==> config.mk <==
export PLATFORM = sky130hd
export DESIGN_NAME = apf_ctrl
export DESIGN_NICKNAME = d
export VERILOG_FILES = /design/src/apf_pkg.sv /design/src/apf_ctrl.sv
export SDC_FILE = /design/constraint.sdc
export NUM_CORES = 1
export LEC_CHECK = 0
export BUFFER_PORTS_ARGS = -buffer_cell sky130_fd_sc_hd__buf_2
export CAP_MARGIN = 40
export CORE_ASPECT_RATIO = 1.1
export CORE_MARGIN = 3
export CORE_UTILIZATION = 30
export CTS_BUF_LIST = sky130_fd_sc_hd__clkbuf_8
export DETAILED_ROUTE_END_ITERATION = 8
export REMOVE_ABC_BUFFERS = 1
export SLEW_MARGIN = 20
export SYNTH_ARGS = -nofsm -noshare
export SYNTH_HDL_FRONTEND = slang
export SYNTH_SLANG_ARGS = --single-unit
export TNS_END_PERCENT = 50
==> constraint.sdc <==
create_clock -name ref_clk -period 2.6 [get_ports ref_clk]
set_input_delay 0.26 -clock ref_clk [delete_from_list [all_inputs] [get_ports ref_clk]]
set_output_delay 0.26 -clock ref_clk [all_outputs]
set_load 0.05 [all_outputs]
==> src/apf_pkg.sv <==
package apf_pkg;
  localparam int APF_WIDTH = 9;
  localparam int APF_DEPTH = 1024;
  localparam int APF_CLK_MHZ = 40;
  // strobe pulse and recovery times in ns, turned into cycles below
  localparam int APF_T_STROBE_NS = 75;
  localparam int APF_T_RECOVER_NS = 50;
  localparam int APF_T_RESET_NS = 100;
  localparam int APF_T_REPLAY_NS = 75;
  localparam int APF_CYC_STROBE = (APF_T_STROBE_NS * APF_CLK_MHZ + 999) / 1000;
  localparam int APF_CYC_RECOVER = (APF_T_RECOVER_NS * APF_CLK_MHZ + 999) / 1000;
  localparam int APF_CYC_RESET = (APF_T_RESET_NS * APF_CLK_MHZ + 999) / 1000;
  localparam int APF_CYC_REPLAY = (APF_T_REPLAY_NS * APF_CLK_MHZ + 999) / 1000;
  localparam int APF_CNT_W = 4;
  localparam logic [APF_WIDTH-1:0] APF_DATA_RST = 9'h000;
  localparam logic [1:0] APF_BUF_RST = 2'h0;
  typedef enum logic [2:0] {
    APF_RESET = 3'h0,
    APF_IDLE = 3'h1,
    APF_WR_LOW = 3'h3,
    APF_RD_LOW = 3'h2,
    APF_RECOVER = 3'h6,
    APF_REPLAY = 3'h7,
    APF_INIT_HOLD = 3'h5
  } apf_state_t;
endpackage

==> src/apf_ctrl.sv <==
`timescale 1ns/100ps
`default_nettype none
// Summary of operation
// - controller applies clear_n after power-up before any write.
// - strobes held high around clear_n release and for recovery after it.
// - write data held stable across the write strobe rising edge.
// - controller keeps both strobes high during a replay pulse.
// - replay only used while writes since clear fit the depth; the controller does not count writes and replays on any replay_req.
module apf_ctrl #(
  parameter int WIDTH = apf_pkg::APF_WIDTH,
  parameter int DEPTH = apf_pkg::APF_DEPTH
) (
  input wire logic ref_clk,
  input wire logic reset,
  input wire logic [WIDTH-1:0] wr_data,
  input wire logic wr_valid,
  output logic wr_ready,
  output logic [WIDTH-1:0] rd_data,
  output logic rd_valid,
  input wire logic rd_ready,
  input wire logic replay_req,
  output logic replay_done,
  output logic fifo_full,
  output logic fifo_empty,
  output logic fifo_half,
  output logic ready,
  output logic clear_n,
  output logic write_n,
  output logic read_n,
  output logic first_device_or_replay_n,
  output logic [WIDTH-1:0] write_data,
  input wire logic [WIDTH-1:0] read_data,
  input wire logic empty_indicator_n,
  input wire logic full_indicator_n,
  input wire logic chain_out_or_half_level_n
);
  import apf_pkg::*;
  // ----------------------------------------
  // pin synchronisers and two-entry read buffer
  // ----------------------------------------
  logic [2:0] fl_s1_reg, fl_s2_reg, fl_s1_next, fl_s2_next;
  logic [WIDTH-1:0] rd_s1_reg, rd_s2_reg, rd_s1_next, rd_s2_next;
  wire logic empty_s = ~fl_s2_reg[2];
  wire logic full_s = ~fl_s2_reg[1];
  wire logic half_s = ~fl_s2_reg[0];
  logic [WIDTH-1:0] buf_reg [2];
  logic [WIDTH-1:0] buf_next [2];
  logic [1:0] cnt_reg, cnt_next;
  logic push, pop;
  always_comb
  begin
    fl_s1_next = {empty_indicator_n, full_indicator_n, chain_out_or_half_level_n};
    fl_s2_next = fl_s1_reg;
    rd_s1_next = read_data;
    rd_s2_next = rd_s1_reg;
    buf_next = buf_reg;
    cnt_next = cnt_reg;
    if (pop)
      buf_next[0] = buf_reg[1];
    if (push)
      buf_next[(pop ? cnt_reg - 2'h1 : cnt_reg) == 2'h0 ? 0 : 1] = rd_s2_reg;
    cnt_next = 2'(cnt_reg + {1'b0, push} - {1'b0, pop});
  end
  always_ff @(posedge ref_clk or posedge reset)
  begin
    if (reset)
    begin
      fl_s1_reg <= 3'h7;
      fl_s2_reg <= 3'h7;
      rd_s1_reg <= APF_DATA_RST;
      rd_s2_reg <= APF_DATA_RST;
      buf_reg[0] <= APF_DATA_RST;
      buf_reg[1] <= APF_DATA_RST;
      cnt_reg <= APF_BUF_RST;
    end
    else
    begin
      fl_s1_reg <= fl_s1_next;
      fl_s2_reg <= fl_s2_next;
      rd_s1_reg <= rd_s1_next;
      rd_s2_reg <= rd_s2_next;
      buf_reg <= buf_next;
      cnt_reg <= cnt_next;
    end
  end
  // ----------------------------------------
  // strobe sequencer
  // ----------------------------------------
  apf_state_t st_reg, st_next;
  logic [APF_CNT_W-1:0] tm_reg, tm_next;
  logic cl_reg, cl_next, wn_reg, wn_next, rn_reg, rn_next, rp_reg, rp_next;
  logic wr_rdy_reg, wr_rdy_next, done_reg, done_next, rdy_reg, rdy_next;
  logic [WIDTH-1:0] wd_reg, wd_next;
  logic need_settle_reg, need_settle_next;
  always_comb
  begin
    st_next = st_reg;
    tm_next = (tm_reg != '0) ? tm_reg - 1'b1 : tm_reg;
    cl_next = cl_reg;
    wn_next = wn_reg;
    rn_next = rn_reg;
    rp_next = rp_reg;
    wd_next = wd_reg;
    wr_rdy_next = 1'b0;
    done_next = 1'b0;
    rdy_next = rdy_reg;
    need_settle_next = need_settle_reg;
    push = 1'b0;
    case (st_reg)
      APF_RESET:
      begin
        // strobes stay high through the clear pulse and its recovery
        cl_next = 1'b0;
        wn_next = 1'b1;
        rn_next = 1'b1;
        if (tm_reg == '0)
        begin
          cl_next = 1'b1;
          tm_next = APF_CNT_W'(APF_CYC_RECOVER + 3);
          st_next = APF_INIT_HOLD;
        end
      end
      APF_INIT_HOLD:
        // flags read only after recovery plus synchroniser delay
        if (tm_reg == '0)
        begin
          rdy_next = 1'b1;
          st_next = APF_IDLE;
        end
      APF_IDLE:
        // stale flags after a strobe: wait for the synchroniser to catch up
        if (need_settle_reg)
        begin
          tm_next = 4'h3;
          need_settle_next = 1'b0;
          st_next = APF_RECOVER;
        end
        else if (replay_req)
        begin
          // replay with both strobes idle high
          rp_next = 1'b0;
          tm_next = APF_CNT_W'(APF_CYC_REPLAY);
          st_next = APF_REPLAY;
        end
        else if (!empty_s && cnt_reg != 2'h2)
        begin
          // no read while empty is flagged
          rn_next = 1'b0;
          tm_next = APF_CNT_W'(APF_CYC_STROBE);
          st_next = APF_RD_LOW;
        end
        else if (wr_valid && !full_s)
        begin
          // only write while full is clear
          wn_next = 1'b0;
          wd_next = wr_data;
          wr_rdy_next = 1'b1;
          tm_next = APF_CNT_W'(APF_CYC_STROBE);
          st_next = APF_WR_LOW;
        end
      APF_WR_LOW:
        // data stays on the pins past the rising edge
        if (tm_reg == '0)
        begin
          wn_next = 1'b1;
          tm_next = APF_CNT_W'(APF_CYC_RECOVER);
          need_settle_next = 1'b1;
          st_next = APF_RECOVER;
        end
      APF_RD_LOW:
        // sample output while the read strobe is still low
        if (tm_reg == '0)
        begin
          push = 1'b1;
          rn_next = 1'b1;
          tm_next = APF_CNT_W'(APF_CYC_RECOVER);
          need_settle_next = 1'b1;
          st_next = APF_RECOVER;
        end
      APF_REPLAY:
        if (tm_reg == '0)
        begin
          rp_next = 1'b1;
          done_next = 1'b1;
          tm_next = APF_CNT_W'(APF_CYC_RECOVER);
          need_settle_next = 1'b1;
          st_next = APF_RECOVER;
        end
      APF_RECOVER:
        if (tm_reg == '0)
          st_next = APF_IDLE;
      default:
        st_next = APF_RESET;
    endcase
  end
  always_ff @(posedge ref_clk or posedge reset)
  begin
    if (reset)
    begin
      st_reg <= APF_RESET;
      tm_reg <= APF_CNT_W'(APF_CYC_RESET);
      cl_reg <= 1'b0;
      wn_reg <= 1'b1;
      rn_reg <= 1'b1;
      rp_reg <= 1'b1;
      wd_reg <= APF_DATA_RST;
      wr_rdy_reg <= 1'b0;
      done_reg <= 1'b0;
      rdy_reg <= 1'b0;
      need_settle_reg <= 1'b0;
    end
    else
    begin
      st_reg <= st_next;
      tm_reg <= tm_next;
      cl_reg <= cl_next;
      wn_reg <= wn_next;
      rn_reg <= rn_next;
      rp_reg <= rp_next;
      wd_reg <= wd_next;
      wr_rdy_reg <= wr_rdy_next;
      done_reg <= done_next;
      rdy_reg <= rdy_next;
      need_settle_reg <= need_settle_next;
    end
  end
  assign pop = (cnt_reg != 2'h0) && rd_ready;
  // ----------------------------------------
  // outputs
  // ----------------------------------------
  // single-device mode assumed: chain_in_n tied low at board, so pin 3 is half flag
  assign clear_n = cl_reg;
  assign write_n = wn_reg;
  assign read_n = rn_reg;
  assign first_device_or_replay_n = rp_reg;
  assign write_data = wd_reg;
  assign wr_ready = wr_rdy_reg;
  assign rd_data = buf_reg[0];
  assign rd_valid = (cnt_reg != 2'h0);
  assign replay_done = done_reg;
  assign fifo_full = full_s;
  assign fifo_empty = empty_s;
  assign fifo_half = half_s;
  assign ready = rdy_reg;
  // ----------------------------------------
  // checks
  // ----------------------------------------
  property p_strobes_high_in_clear;
    @(posedge ref_clk) disable iff (reset) !cl_reg |-> (wn_reg && rn_reg);
  endproperty
  a_strobes_high_in_clear: assert property (p_strobes_high_in_clear) else $error("strobe low during clear");
  property p_strobes_high_in_replay;
    @(posedge ref_clk) disable iff (reset) !rp_reg |-> (wn_reg && rn_reg && cl_reg);
  endproperty
  a_strobes_high_in_replay: assert property (p_strobes_high_in_replay) else $error("strobe low during replay");
  property p_no_write_when_full;
    @(posedge ref_clk) disable iff (reset) ($fell(wn_reg)) |-> $past(!full_s);
  endproperty
  a_no_write_when_full: assert property (p_no_write_when_full) else $error("write started while full");
  property p_no_read_when_empty;
    @(posedge ref_clk) disable iff (reset) ($fell(rn_reg)) |-> $past(!empty_s);
  endproperty
  a_no_read_when_empty: assert property (p_no_read_when_empty) else $error("read started while empty");
  property p_data_held;
    @(posedge ref_clk) disable iff (reset) (!wn_reg ##1 wn_reg) |-> $stable(wd_reg);
  endproperty
  a_data_held: assert property (p_data_held) else $error("write data moved at strobe rise");
  property p_clear_first;
    @(posedge ref_clk) disable iff (reset) !rdy_reg |-> (wn_reg && rn_reg);
  endproperty
  a_clear_first: assert property (p_clear_first) else $error("access before clear finished");
  property p_strobe_exclusive;
    @(posedge ref_clk) disable iff (reset) !(!wn_reg && !rn_reg);
  endproperty
  a_strobe_exclusive: assert property (p_strobe_exclusive) else $error("both strobes low");
  property p_replay_done;
    @(posedge ref_clk) disable iff (reset) $fell(rp_reg) |-> ##[1:8] replay_done;
  endproperty
  a_replay_done: assert property (p_replay_done) else $error("replay did not finish");
endmodule
`default_nettype wire

# == After elaboration in Yosys (flattened, before gate mapping) ==
# Cells that the tools add are included.
# totals
register_bits,68
word_cells,118
# classes
add_sub_neg,4
order_cmp,2
n_eq_ne,20
n_mux,45
n_bitwise,7
n_reduce_logical,22
# op_table
operator,count
32-bit by 2-bit >= comparator with 1-bit output (second input constant),1
32-bit by 1-bit less-than comparator with 1-bit output (second input constant),1
1-bit inverter with 32-bit output,1
4-bit 2-to-1 mux,7
2-bit != test (second input constant),11
3-bit 2-to-1 mux,7
1-bit 2-to-1 mux,19
18-bit bitwise mux,1
18-bit 2-to-1 mux,1
9-bit 2-to-1 mux,2
3-bit case mux with 4 select lines,1
4-bit case mux with 3 select lines,1
5-bit AND reduction,2
9-bit demux with 1-bit select,1
3-bit equality test (second input constant),3
4-bit AND reduction,2
3-bit by 2-bit equality test with 1-bit output (second input constant),2
1-bit inverter,6
1-bit case mux with 3 select lines,2
6-bit AND reduction,1
2-bit nonzero test,3
3-bit nonzero test,2
5-bit != test (second input constant),1
1-bit logical AND,4
15 further kinds,18

# == Longest topological paths before layout ==
# Gate-level depths: netlist of the first run.
# logic_depth
word_depth,12
mapped_depth,9

# == Least setup slack after synthesis of the first run ==
# Ideal clock, no wire load.
# synth_timing
kind,flip-flop to flip-flop
start,register tm_reg[0]
end,register tm_reg[0]
setup_ns,0.138
arrival_ns,1.972
t_required_ns,2.462
path_slack_ns,0.491
path_stages_with_launch,10
period_less_slack_ns,2.109
cell_sequence,dfrtp_1 -> inv_1 -> ha_1 -> nor3b_4 -> inv_1 -> ha_1 -> inv_1 -> mux2_2 -> a22oi_1 -> o211ai_1
# synth_via
elab_chain_cells,7
word_cells_on_any_way,11
classes_between,1 x add/sub; 8 x mux; 2 x reduce/logical
# synth_rtl
item,line_no,source
start: declaration,apf_ctrl.sv:90,"logic [APF_CNT_W-1:0] tm_reg, tm_next;"
start signal: assignment,apf_ctrl.sv:201,tm_reg <= APF_CNT_W'(APF_CYC_RESET);
start signal: assignment,apf_ctrl.sv:215,tm_reg <= tm_next;
4-bit by 1-bit subtractor with 4-bit output / 4-bit nonzero test (equally long branches),apf_ctrl.sv:98,tm_next = (tm_reg != '0) ? tm_reg - 1'b1 : tm_reg;
4-bit 2-to-1 mux,apf_ctrl.sv:98,
4-bit 2-to-1 mux,apf_ctrl.sv:152,else if (wr_valid && !full_s)
4-bit 2-to-1 mux,apf_ctrl.sv:145,else if (!empty_s && cnt_reg != 2'h2)
4-bit 2-to-1 mux,apf_ctrl.sv:138,else if (replay_req)
4-bit 2-to-1 mux,apf_ctrl.sv:132,if (need_settle_reg)
4-bit case mux with 3 select lines (*),apf_ctrl.sv:109,case (st_reg)
net tm_next[0],apf_ctrl.sv:90,
# The timed path passes the listed nets; every way through them passes the cells marked *.
# A chain may end at the register's enable or synchronous reset.

# == Final worst setup path of the first run ==
# Ends and elaborated chain as after synthesis.

==> qor.yml, run 1 <==
diodes: 0
fin_tns_setup_ns: 0
grt_pass1_wl_microns: 8631
final_area_sq_um: 3503
fp.dieH_microns: 108.3
setup_viol: 0
startpoint_type: "flip-flop"
clock_latency_ns: 0.34
arrival_ns: 2.42
crit_required_ns: 2.80
power_density_nw_per_um2: 1190
cts_buffers: 9
whs_ns: 0.02842
ys_ff_latch: 68
io_pins: 55
worst-setup-path-type: "reg -> reg"
synth_adder_area_share: 0.03070
core_sq_um: 9054
grt_overflow: 0
root_buffer: "clkbuf_8"
synth-simple-area-share: 0.07982
min_delay_path_depth: 1
hold_path_class: "in -> reg"
vias: 1750
dpl.hpwl_microns: 3429
rows: 36
fillers: 861
synth_xor_area_frac: 0.006140
wl_microns: 5125
grt_pass1_vias: 1776
cts.sinks: 68
reg2reg_depth: 9
drive_gt1_frac: 0.4783
synth-edff-count: 0
tightest_slew_ns: 0.5807
rr_startpoint: "tm_reg[0]"
synth.avg_cell_area_sq_um: 13.58
synth-compound-area-share: 0.06623
ir_drop_mv: 0.5090
start_util: 0.3151
grt_util_all_layers: 0.1037
dieWidth_microns: 98.98
hold_violations: 0
layout_min_cycle_time_ns: 2.220
cts-resized-gates: 0
postCtsSetupBuffers: 0
wire_per_inst_microns: 13.14
die_area_sq_um: 10720
synthMuxAreaShare: 0.1618
placed_area_sq_um: 3209
skew_ns: 0.008583
netlist_area_sq_um: 2853
seq_area_frac_synth: 0.6009
maxSlewViolCount: 0
synthArstFlopShare: 1.000
slew_headroom: 0.6121
grt_max_degree: 69
critPathMaxFanout: 9
finalCritPeriodShare: 0.8540
ant_nets: 0
fmax_mhz: 450.4
ys.warnings.count: 0
synth_top_family_by_area: "multiplexers"
dp_cells: 367
firstDrtPassIters: 4
reg2reg_to: "tm_reg[0]"
synthCells: 210
place_congestion: 0.7991
whs_endpoint: "rd_s1_reg[8]"
worst_setup_path_end_kind: "flip-flop"
io_buffer_count: 54
viasPerCell: 4.487
worst_hold_startpoint: "read_data[8]"
drv_cap: 0
nets: 304
rsz0062_at_grt: "no"
htreeDepth: 3
clkTransAtPathRegs_ns: 0.07
synth-main-ff-cell: "dfrtp_1"
antenna_found_initial: 0
dr.first_iter.drc_count: 196
drc: 0
layout-area-overhead-vs-synth_pct: 22.81
cts_tree: "done"
clock_path_buffers: 2
p_leak_uw: 0.001734
regToRegSetupSlack_ns: 0.38
instances_no_fill: 390
cts_hold_buf: 3
ys_types: 39
outcome: "finished clean"
-- Yosys cell counts (2+ instances only) --
cell type / number / area [sq um]
dfstp_2: 10 / 262.8
a22oi_1: 2 / 15.01
nor3_1: 3 / 15.01
mux2_4: 9 / 135.1
inv_1: 15 / 56.30
nor2b_1: 3 / 18.77
clkbuf_1: 4 / 15.01
nand2b_1: 3 / 18.77
xnor2_1: 2 / 17.52
o21ai_0: 6 / 30.03
dfrtp_1: 58 / 1451
mux2_2: 29 / 326.6
a31o_2: 2 / 17.52
nor2_1: 9 / 33.78
o211ai_1: 3 / 22.52
nand2_1: 7 / 26.28
or3_1: 2 / 12.51
o31ai_1: 2 / 15.01
ha_1: 7 / 87.58
a21oi_1: 7 / 35.03
buf_4: 9 / 67.56
-- worst max-delay path: stages, from the launching register on --
cell      delay [ns]
dfrtp_1         0.40
inv_1           0.10
ha_1            0.21
nor3b_4         0.43
inv_1           0.12
ha_1            0.29
inv_1           0.04
mux2_2          0.25
a22oi_1         0.14
o211ai_1        0.11
-- layout by cell type, fill, tap and decap left out, types with 3 or more instances in the layout --
master | synthesis | routed
a21oi_1 | 7 | 7
buf_2 | 1 | 54
buf_4 | 9 | 3
clkbuf_8 | 0 | 10
dfrtp_1 | 58 | 58
dfstp_2 | 10 | 10
dlygate4sd3_1 | 0 | 7
ha_1 | 7 | 7
inv_1 | 15 | 14
mux2_2 | 29 | 29
mux2_4 | 9 | 9
nand2_1 | 7 | 7
nand2b_1 | 3 | 3
nor2_1 | 9 | 9
nor2b_1 | 3 | 3
nor3_1 | 3 | 3
o211ai_1 | 3 | 3
o21ai_0 | 6 | 6
-- per-stage QoR --
step | utilization | worst slack (ns) | power (uW)
floorplan | - | 0.4877 | 2833
global placement | 0.3545 | 0.4597 | 3188
detailed placement | 0.3545 | 0.4086 | 3221
CTS | 0.3825 | 0.3781 | 4227
global route | 0.3870 | 0.1924 | 4444
finish | 0.3870 | 0.3796 | 4170
-- cell type report --
| class | instances | area [sq um] | area share |
|---|---|---|---|
| inverters | 15 | 56.30 | 0.01607 |
| flip-flops and latches | 68 | 1714 | 0.4893 |
| clock buffers | 10 | 137.6 | 0.03929 |
| multi-input cells | 112 | 983.4 | 0.2807 |
| clock inverters | 6 | 86.33 | 0.02464 |
| well taps | 114 | 142.6 | 0.04071 |
| repair buffers | 65 | 382.9 | 0.1093 |
-- per-layer routing --
metal	track usage	share of wire	wire length, microns	vias up
met5	0	0	0	-
met4	0.06049	0.026	134	0
met3	0.03290	0.054	279	10
met2	0.1550	0.47	2421	46
met1	0.1316	0.45	2289	860
li1	-	-	-	834
-- power breakdown --
part / total [uW] / leakage, uW / internal (uW) / switching [uW]
registers: 1590 / 0.000825 / 1350 / 236
clock network: 970 / 0.000113 / 566 / 404
logic: 1610 / 0.000796 / 660 / 949
total: 4170 / 0.00173 / 2580 / 1590
-- worst max-delay path by stage --
stage               cells past startpoint  startpoint    endpoint  slack [ns]
floorplan                               9   tm_reg[0]   tm_reg[0]        0.49
global placement                        9   tm_reg[0]   tm_reg[0]        0.46
detailed placement                      9   tm_reg[0]   tm_reg[0]        0.41
CTS                                     9   tm_reg[0]   tm_reg[0]        0.38
global route                            9   tm_reg[0]  cnt_reg[1]        0.19
finish                                  9   tm_reg[0]   tm_reg[0]        0.38
-- cells by family after synthesis --
group | Yosys count
flip-flops | 68
multiplexers | 38
AND/OR/NAND/NOR | 37
buffers and inverters | 30
AO/OA/AOI/OAI | 28
adder cells (fa/ha/maj) | 7
XOR/XNOR | 2
(Power assumes the default switching activity.)
==> run 2, diff against run 1 <==
- CORE_UTILIZATION: 30 -> 45
- PLACE_DENSITY: default -> 0.67
- clock period: 2.6 -> 2.42 ns (I/O delays scaled with it)
==> qor.yml, run 2 (synthesis results as in run 1) <==
drive_gt1_frac: 0.4718
tightest_slew_ns: 0.4321
nets: 312
worst-setup-path-type: "reg -> reg"
placed_area_sq_um: 3178
drv_cap: 0
dieWidth_microns: 81.92
grt_max_degree: 60
startpoint_type: "flip-flop"
crit_required_ns: 2.68
fillers: 496
dpl.hpwl_microns: 3378
preCtsSetupSlack_ns: 0.3438
start_util: 0.4794
ant_nets: 0
grt_overflow: 0
io_buffer_count: 54
clock_latency_ns: 0.34
wl_met2_microns: 2435
power_density_nw_per_um2: 1270
slowest_delay_ns: 0.40
io_pins: 55
setup_viol: 0
root_buffer: "clkbuf_8"
postCtsSetupBuffers: 0
drc: 0
diodes: 0
clkTransAtPathRegs_ns: 0.07
wl_met3_microns: 309
worst_setup_path_end_kind: "flip-flop"
worst_slack_ns: 0.3361
grt_pass1_vias: 1824
layout_commonest_cell: "dfrtp_1"
clock_path_buffers: 2
fp.dieH_microns: 89.51
fmax_mhz: 479.9
cts_buffers: 9
cts.sinks: 68
cts_tree: "done"
wl_microns: 4854
outcome: "finished clean"
final_cell_mix: "58 x dfrtp_1, 54 x buf_2, 29 x mux2_2"
skew_ns: 0.008542
vias: 1758
viasPerCell: 4.870
hold_violations: 0
hold_path_class: "in -> reg"
rows: 29
maxSlewViolCount: 0
top_layer: "met4"
layout_min_cycle_time_ns: 2.084
die_area_sq_um: 7332
slew_headroom: 0.7119
dr.first_iter.drc_count: 126
critPathMaxFanout: 6
firstDrtPassIters: 4
wl_met1_microns: 2037
antenna_found_initial: 0
grt_util_all_layers: 0.1542
cpMaxStageDelayCell: "dfrtp_1"
rsz0062_at_grt: "no"
regToRegSetupSlack_ns: 0.34
arrival_ns: 2.35
p_leak_uw: 0.001768
final_area_sq_um: 3531
grt_pass1_wl_microns: 8404
htreeDepth: 3
cts_hold_buf: 13
crit_chain: "inv_1 -> ha_1 -> nor3b_4 -> nand3b_4 -> ha_1 -> inv_1 -> ha_1 -> xnor2_1 -> xnor2_1"
ir_drop_mv: 0.6751
place_congestion: 0.8393
finalCritPeriodShare: 0.8611
cpMostUsedCell: "ha_1"
fin_tns_setup_ns: 0
cts-resized-gates: 0
wire_per_inst_microns: 13.45
layout-area-overhead-vs-synth_pct: 23.77
core_sq_um: 5951
[run 2: metrics by stage]
stage	util	hold WS [ns]	power [uW]	std cells
2_1_floorplan	-	0.2465	3043	195
3_3_place_gp	0.5341	0.1691	3438	332
3_5_place_dp	0.5341	0.1670	3484	332
4_1_cts	0.5934	0.1134	4542	361
5_1_grt	0.5934	0.1194	4779	361
6_report	0.5934	0.1305	4486	361
[run 2: worst paths after layout]
kind | start | endpoint | cells after the start
max in group asynchronous | reset | read_n | 4
min | wr_data[1] | write_data[1] | 2
min reg2reg | rd_s1_reg[6] | rd_s2_reg[6] | 0
max | tm_reg[0] | cnt_reg[1] | 9
max reg2reg | tm_reg[0] | cnt_reg[1] | 9
min in group asynchronous | reset | rd_s1_reg[0] | 3
[run 2: report_power, final]
part / switching, uW / internal [uW]
Clock: 440 / 587
Combinational: 1020 / 738
Sequential: 246 / 1450
Total: 1710 / 2780
[run 2: critical path, delay by kind of cell, from the launching register on]
| family | cells | cell delay [ns] |
|---|---|---|
| xor gates and xnor gates | 2 | 0.30 |
| adders and majority gates | 3 | 0.69 |
| buffers and inverters | 2 | 0.13 |
| DFF | 1 | 0.40 |
| and+or+nand+nor | 2 | 0.49 |
[run 2: final cells by class]
class | count | area (sq um) | share of cell area
Sequential cell | 68 | 1714 | 0.4855
Multi-Input combinational cell | 112 | 983.4 | 0.2785
Timing Repair Buffer | 73 | 457.9 | 0.1297
Clock buffer | 9 | 123.9 | 0.03508
Clock inverter | 7 | 98.84 | 0.02799
Tap cell | 77 | 96.34 | 0.02729
Inverter | 15 | 56.30 | 0.01595
[run 2: metal layers]
layer  up-vias  GRT usage
met1       852     0.1876
met5         -          0
met2        46     0.2498
met3         9    0.05141
li1        851          -
met4         0    0.06798
==> run 3, diff against run 2 <==
- BUFFER_PORTS_ARGS: -buffer_cell sky130_fd_sc_hd__buf_2 -> -buffer_cell sky130_fd_sc_hd__buf_4
==> qor.yml, run 3 (synthesis results as in run 1) <==
outcome: "finished clean"
fillers: 513
tightest_slew_ns: 0.4529
wl_microns: 4965
cpMostUsedCell: "inv_1"
setup_viol: 0
die_area_sq_um: 7332
io_pins: 55
critPathMaxFanout: 6
diodes: 0
rsz0062_at_grt: "no"
clkTransAtPathRegs_ns: 0.07
power_uw: 4593
slew_headroom: 0.6980
start_util: 0.4794
wire_per_inst_microns: 13.79
crit_required_ns: 2.62
viasPerCell: 4.853
layout_commonest_cell: "buf_4"
cts_tree: "done"
power_density_nw_per_um2: 1258
layout_min_cycle_time_ns: 2.087
antenna_found_initial: 0
root_buffer: "clkbuf_8"
final_area_sq_um: 3651
htreeDepth: 3
dieWidth_microns: 81.92
layout-area-overhead-vs-synth_pct: 27.98
io_buffer_count: 54
core_sq_um: 5951
place_congestion: 0.8407
hold_violations: 0
grt_overflow: 0
dpl.hpwl_microns: 3388
p_leak_uw: 0.001799
hold_path_class: "in -> reg"
grt_pass1_wl_microns: 7997
cts_buffers: 9
cts.sinks: 68
ant_nets: 0
grt_pass1_vias: 1728
slowest_delay_ns: 0.40
rows: 29
vias: 1747
nets: 311
ir_drop_mv: 0.7156
fmax_mhz: 479.1
placed_area_sq_um: 3328
grt_max_degree: 30
fin_tns_setup_ns: 0
cts-resized-gates: 0
drc: 0
drv_cap: 0
worst-setup-path-type: "reg -> reg"
crit_chain: "inv_1 -> ha_1 -> nor3b_4 -> inv_1 -> ha_1 -> inv_1 -> mux2_2 -> a22oi_1 -> o211ai_1"
worst_setup_path_end_kind: "flip-flop"
preCtsSetupSlack_ns: 0.3413
worst_slack_ns: 0.3329
skew_ns: 0.01361
whs_ns: 0.01891
drive_gt1_frac: 0.4806
maxSlewViolCount: 0
final_cell_mix: "61 x buf_4, 58 x dfrtp_1, 29 x mux2_2"
finalCritPeriodShare: 0.8624
grt_util_all_layers: 0.1473
startpoint_type: "flip-flop"
clock_latency_ns: 0.34
fp.dieH_microns: 89.51
cpMaxStageDelayCell: "dfrtp_1"
arrival_ns: 2.29
dr.first_iter.drc_count: 109
clock_path_buffers: 2
firstDrtPassIters: 4
-- run 3: repair_timing --
| action | CTS | global route |
|---|---|---|
| hold buffers | 10 | 0 |
| endpoints found under the setup margin | 0 | 0 |
| setup buffers | 0 | 0 |
| hold endpoints to repair | 26 | 0 |
-- run 3: final timing paths --
check | start | endpoint | slack (ns) | cells after the start
setup / recovery | tm_reg[0] | tm_reg[0] | 0.33 | 9
hold / removal | read_data[5] | rd_s1_reg[5] | 0.02 | 1
hold reg to reg | rd_s1_reg[1] | rd_s2_reg[1] | 0.34 | 0
min in group asynchronous | reset | rd_s1_reg[4] | 0.47 | 3
max in group asynchronous | reset | fl_s2_reg[2] | 1.26 | 4
setup reg to reg | tm_reg[0] | tm_reg[0] | 0.33 | 9
-- run 3: per-stage QoR --
stage / instances / util
after floorplan: 195 / -
final: 360 / 0.6135
after global placement: 334 / 0.5593
after global routing: 360 / 0.6135
after CTS: 360 / 0.6135
after detailed placement: 334 / 0.5593
-- run 3: layout make-up --
type / instances / area, sq um / area share
Clock buffer: 9 / 123.9 / 0.03393
Timing Repair Buffer: 72 / 578.1 / 0.1583
Tap cell: 77 / 96.34 / 0.02639
Multi-Input combinational cell: 112 / 983.4 / 0.2694
Sequential cell: 68 / 1714 / 0.4695
Clock inverter: 7 / 98.84 / 0.02707
Inverter: 15 / 56.30 / 0.01542
-- run 3: where the power goes --
part           internal (uW)  switching, uW
clock                    585            437
sequential              1460            237
combinational            837           1040
total                   2880           1720
-- run 3: metal layers --
layer | part of all wire | wire, microns | up-vias | GRT usage
li1 | - | - | 852 | -
met1 | 0.46 | 2287 | 844 | 0.1962
met2 | 0.48 | 2361 | 47 | 0.2241
met3 | 0.055 | 275 | 4 | 0.04940
met4 | 0.0079 | 39 | 0 | 0.05438
met5 | 0 | 0 | - | 0
-- run 3: critical path, delay by kind of cell, from the launching register on --
| kind | cells | cell delay [ns] |
|---|---|---|
| and+or+nand+nor | 1 | 0.36 |
| DFF | 1 | 0.40 |
| adders and majority gates | 2 | 0.49 |
| buffers and inverters | 3 | 0.24 |
| muxes | 1 | 0.25 |
| AOI/OAI and AO/OA | 2 | 0.23 |
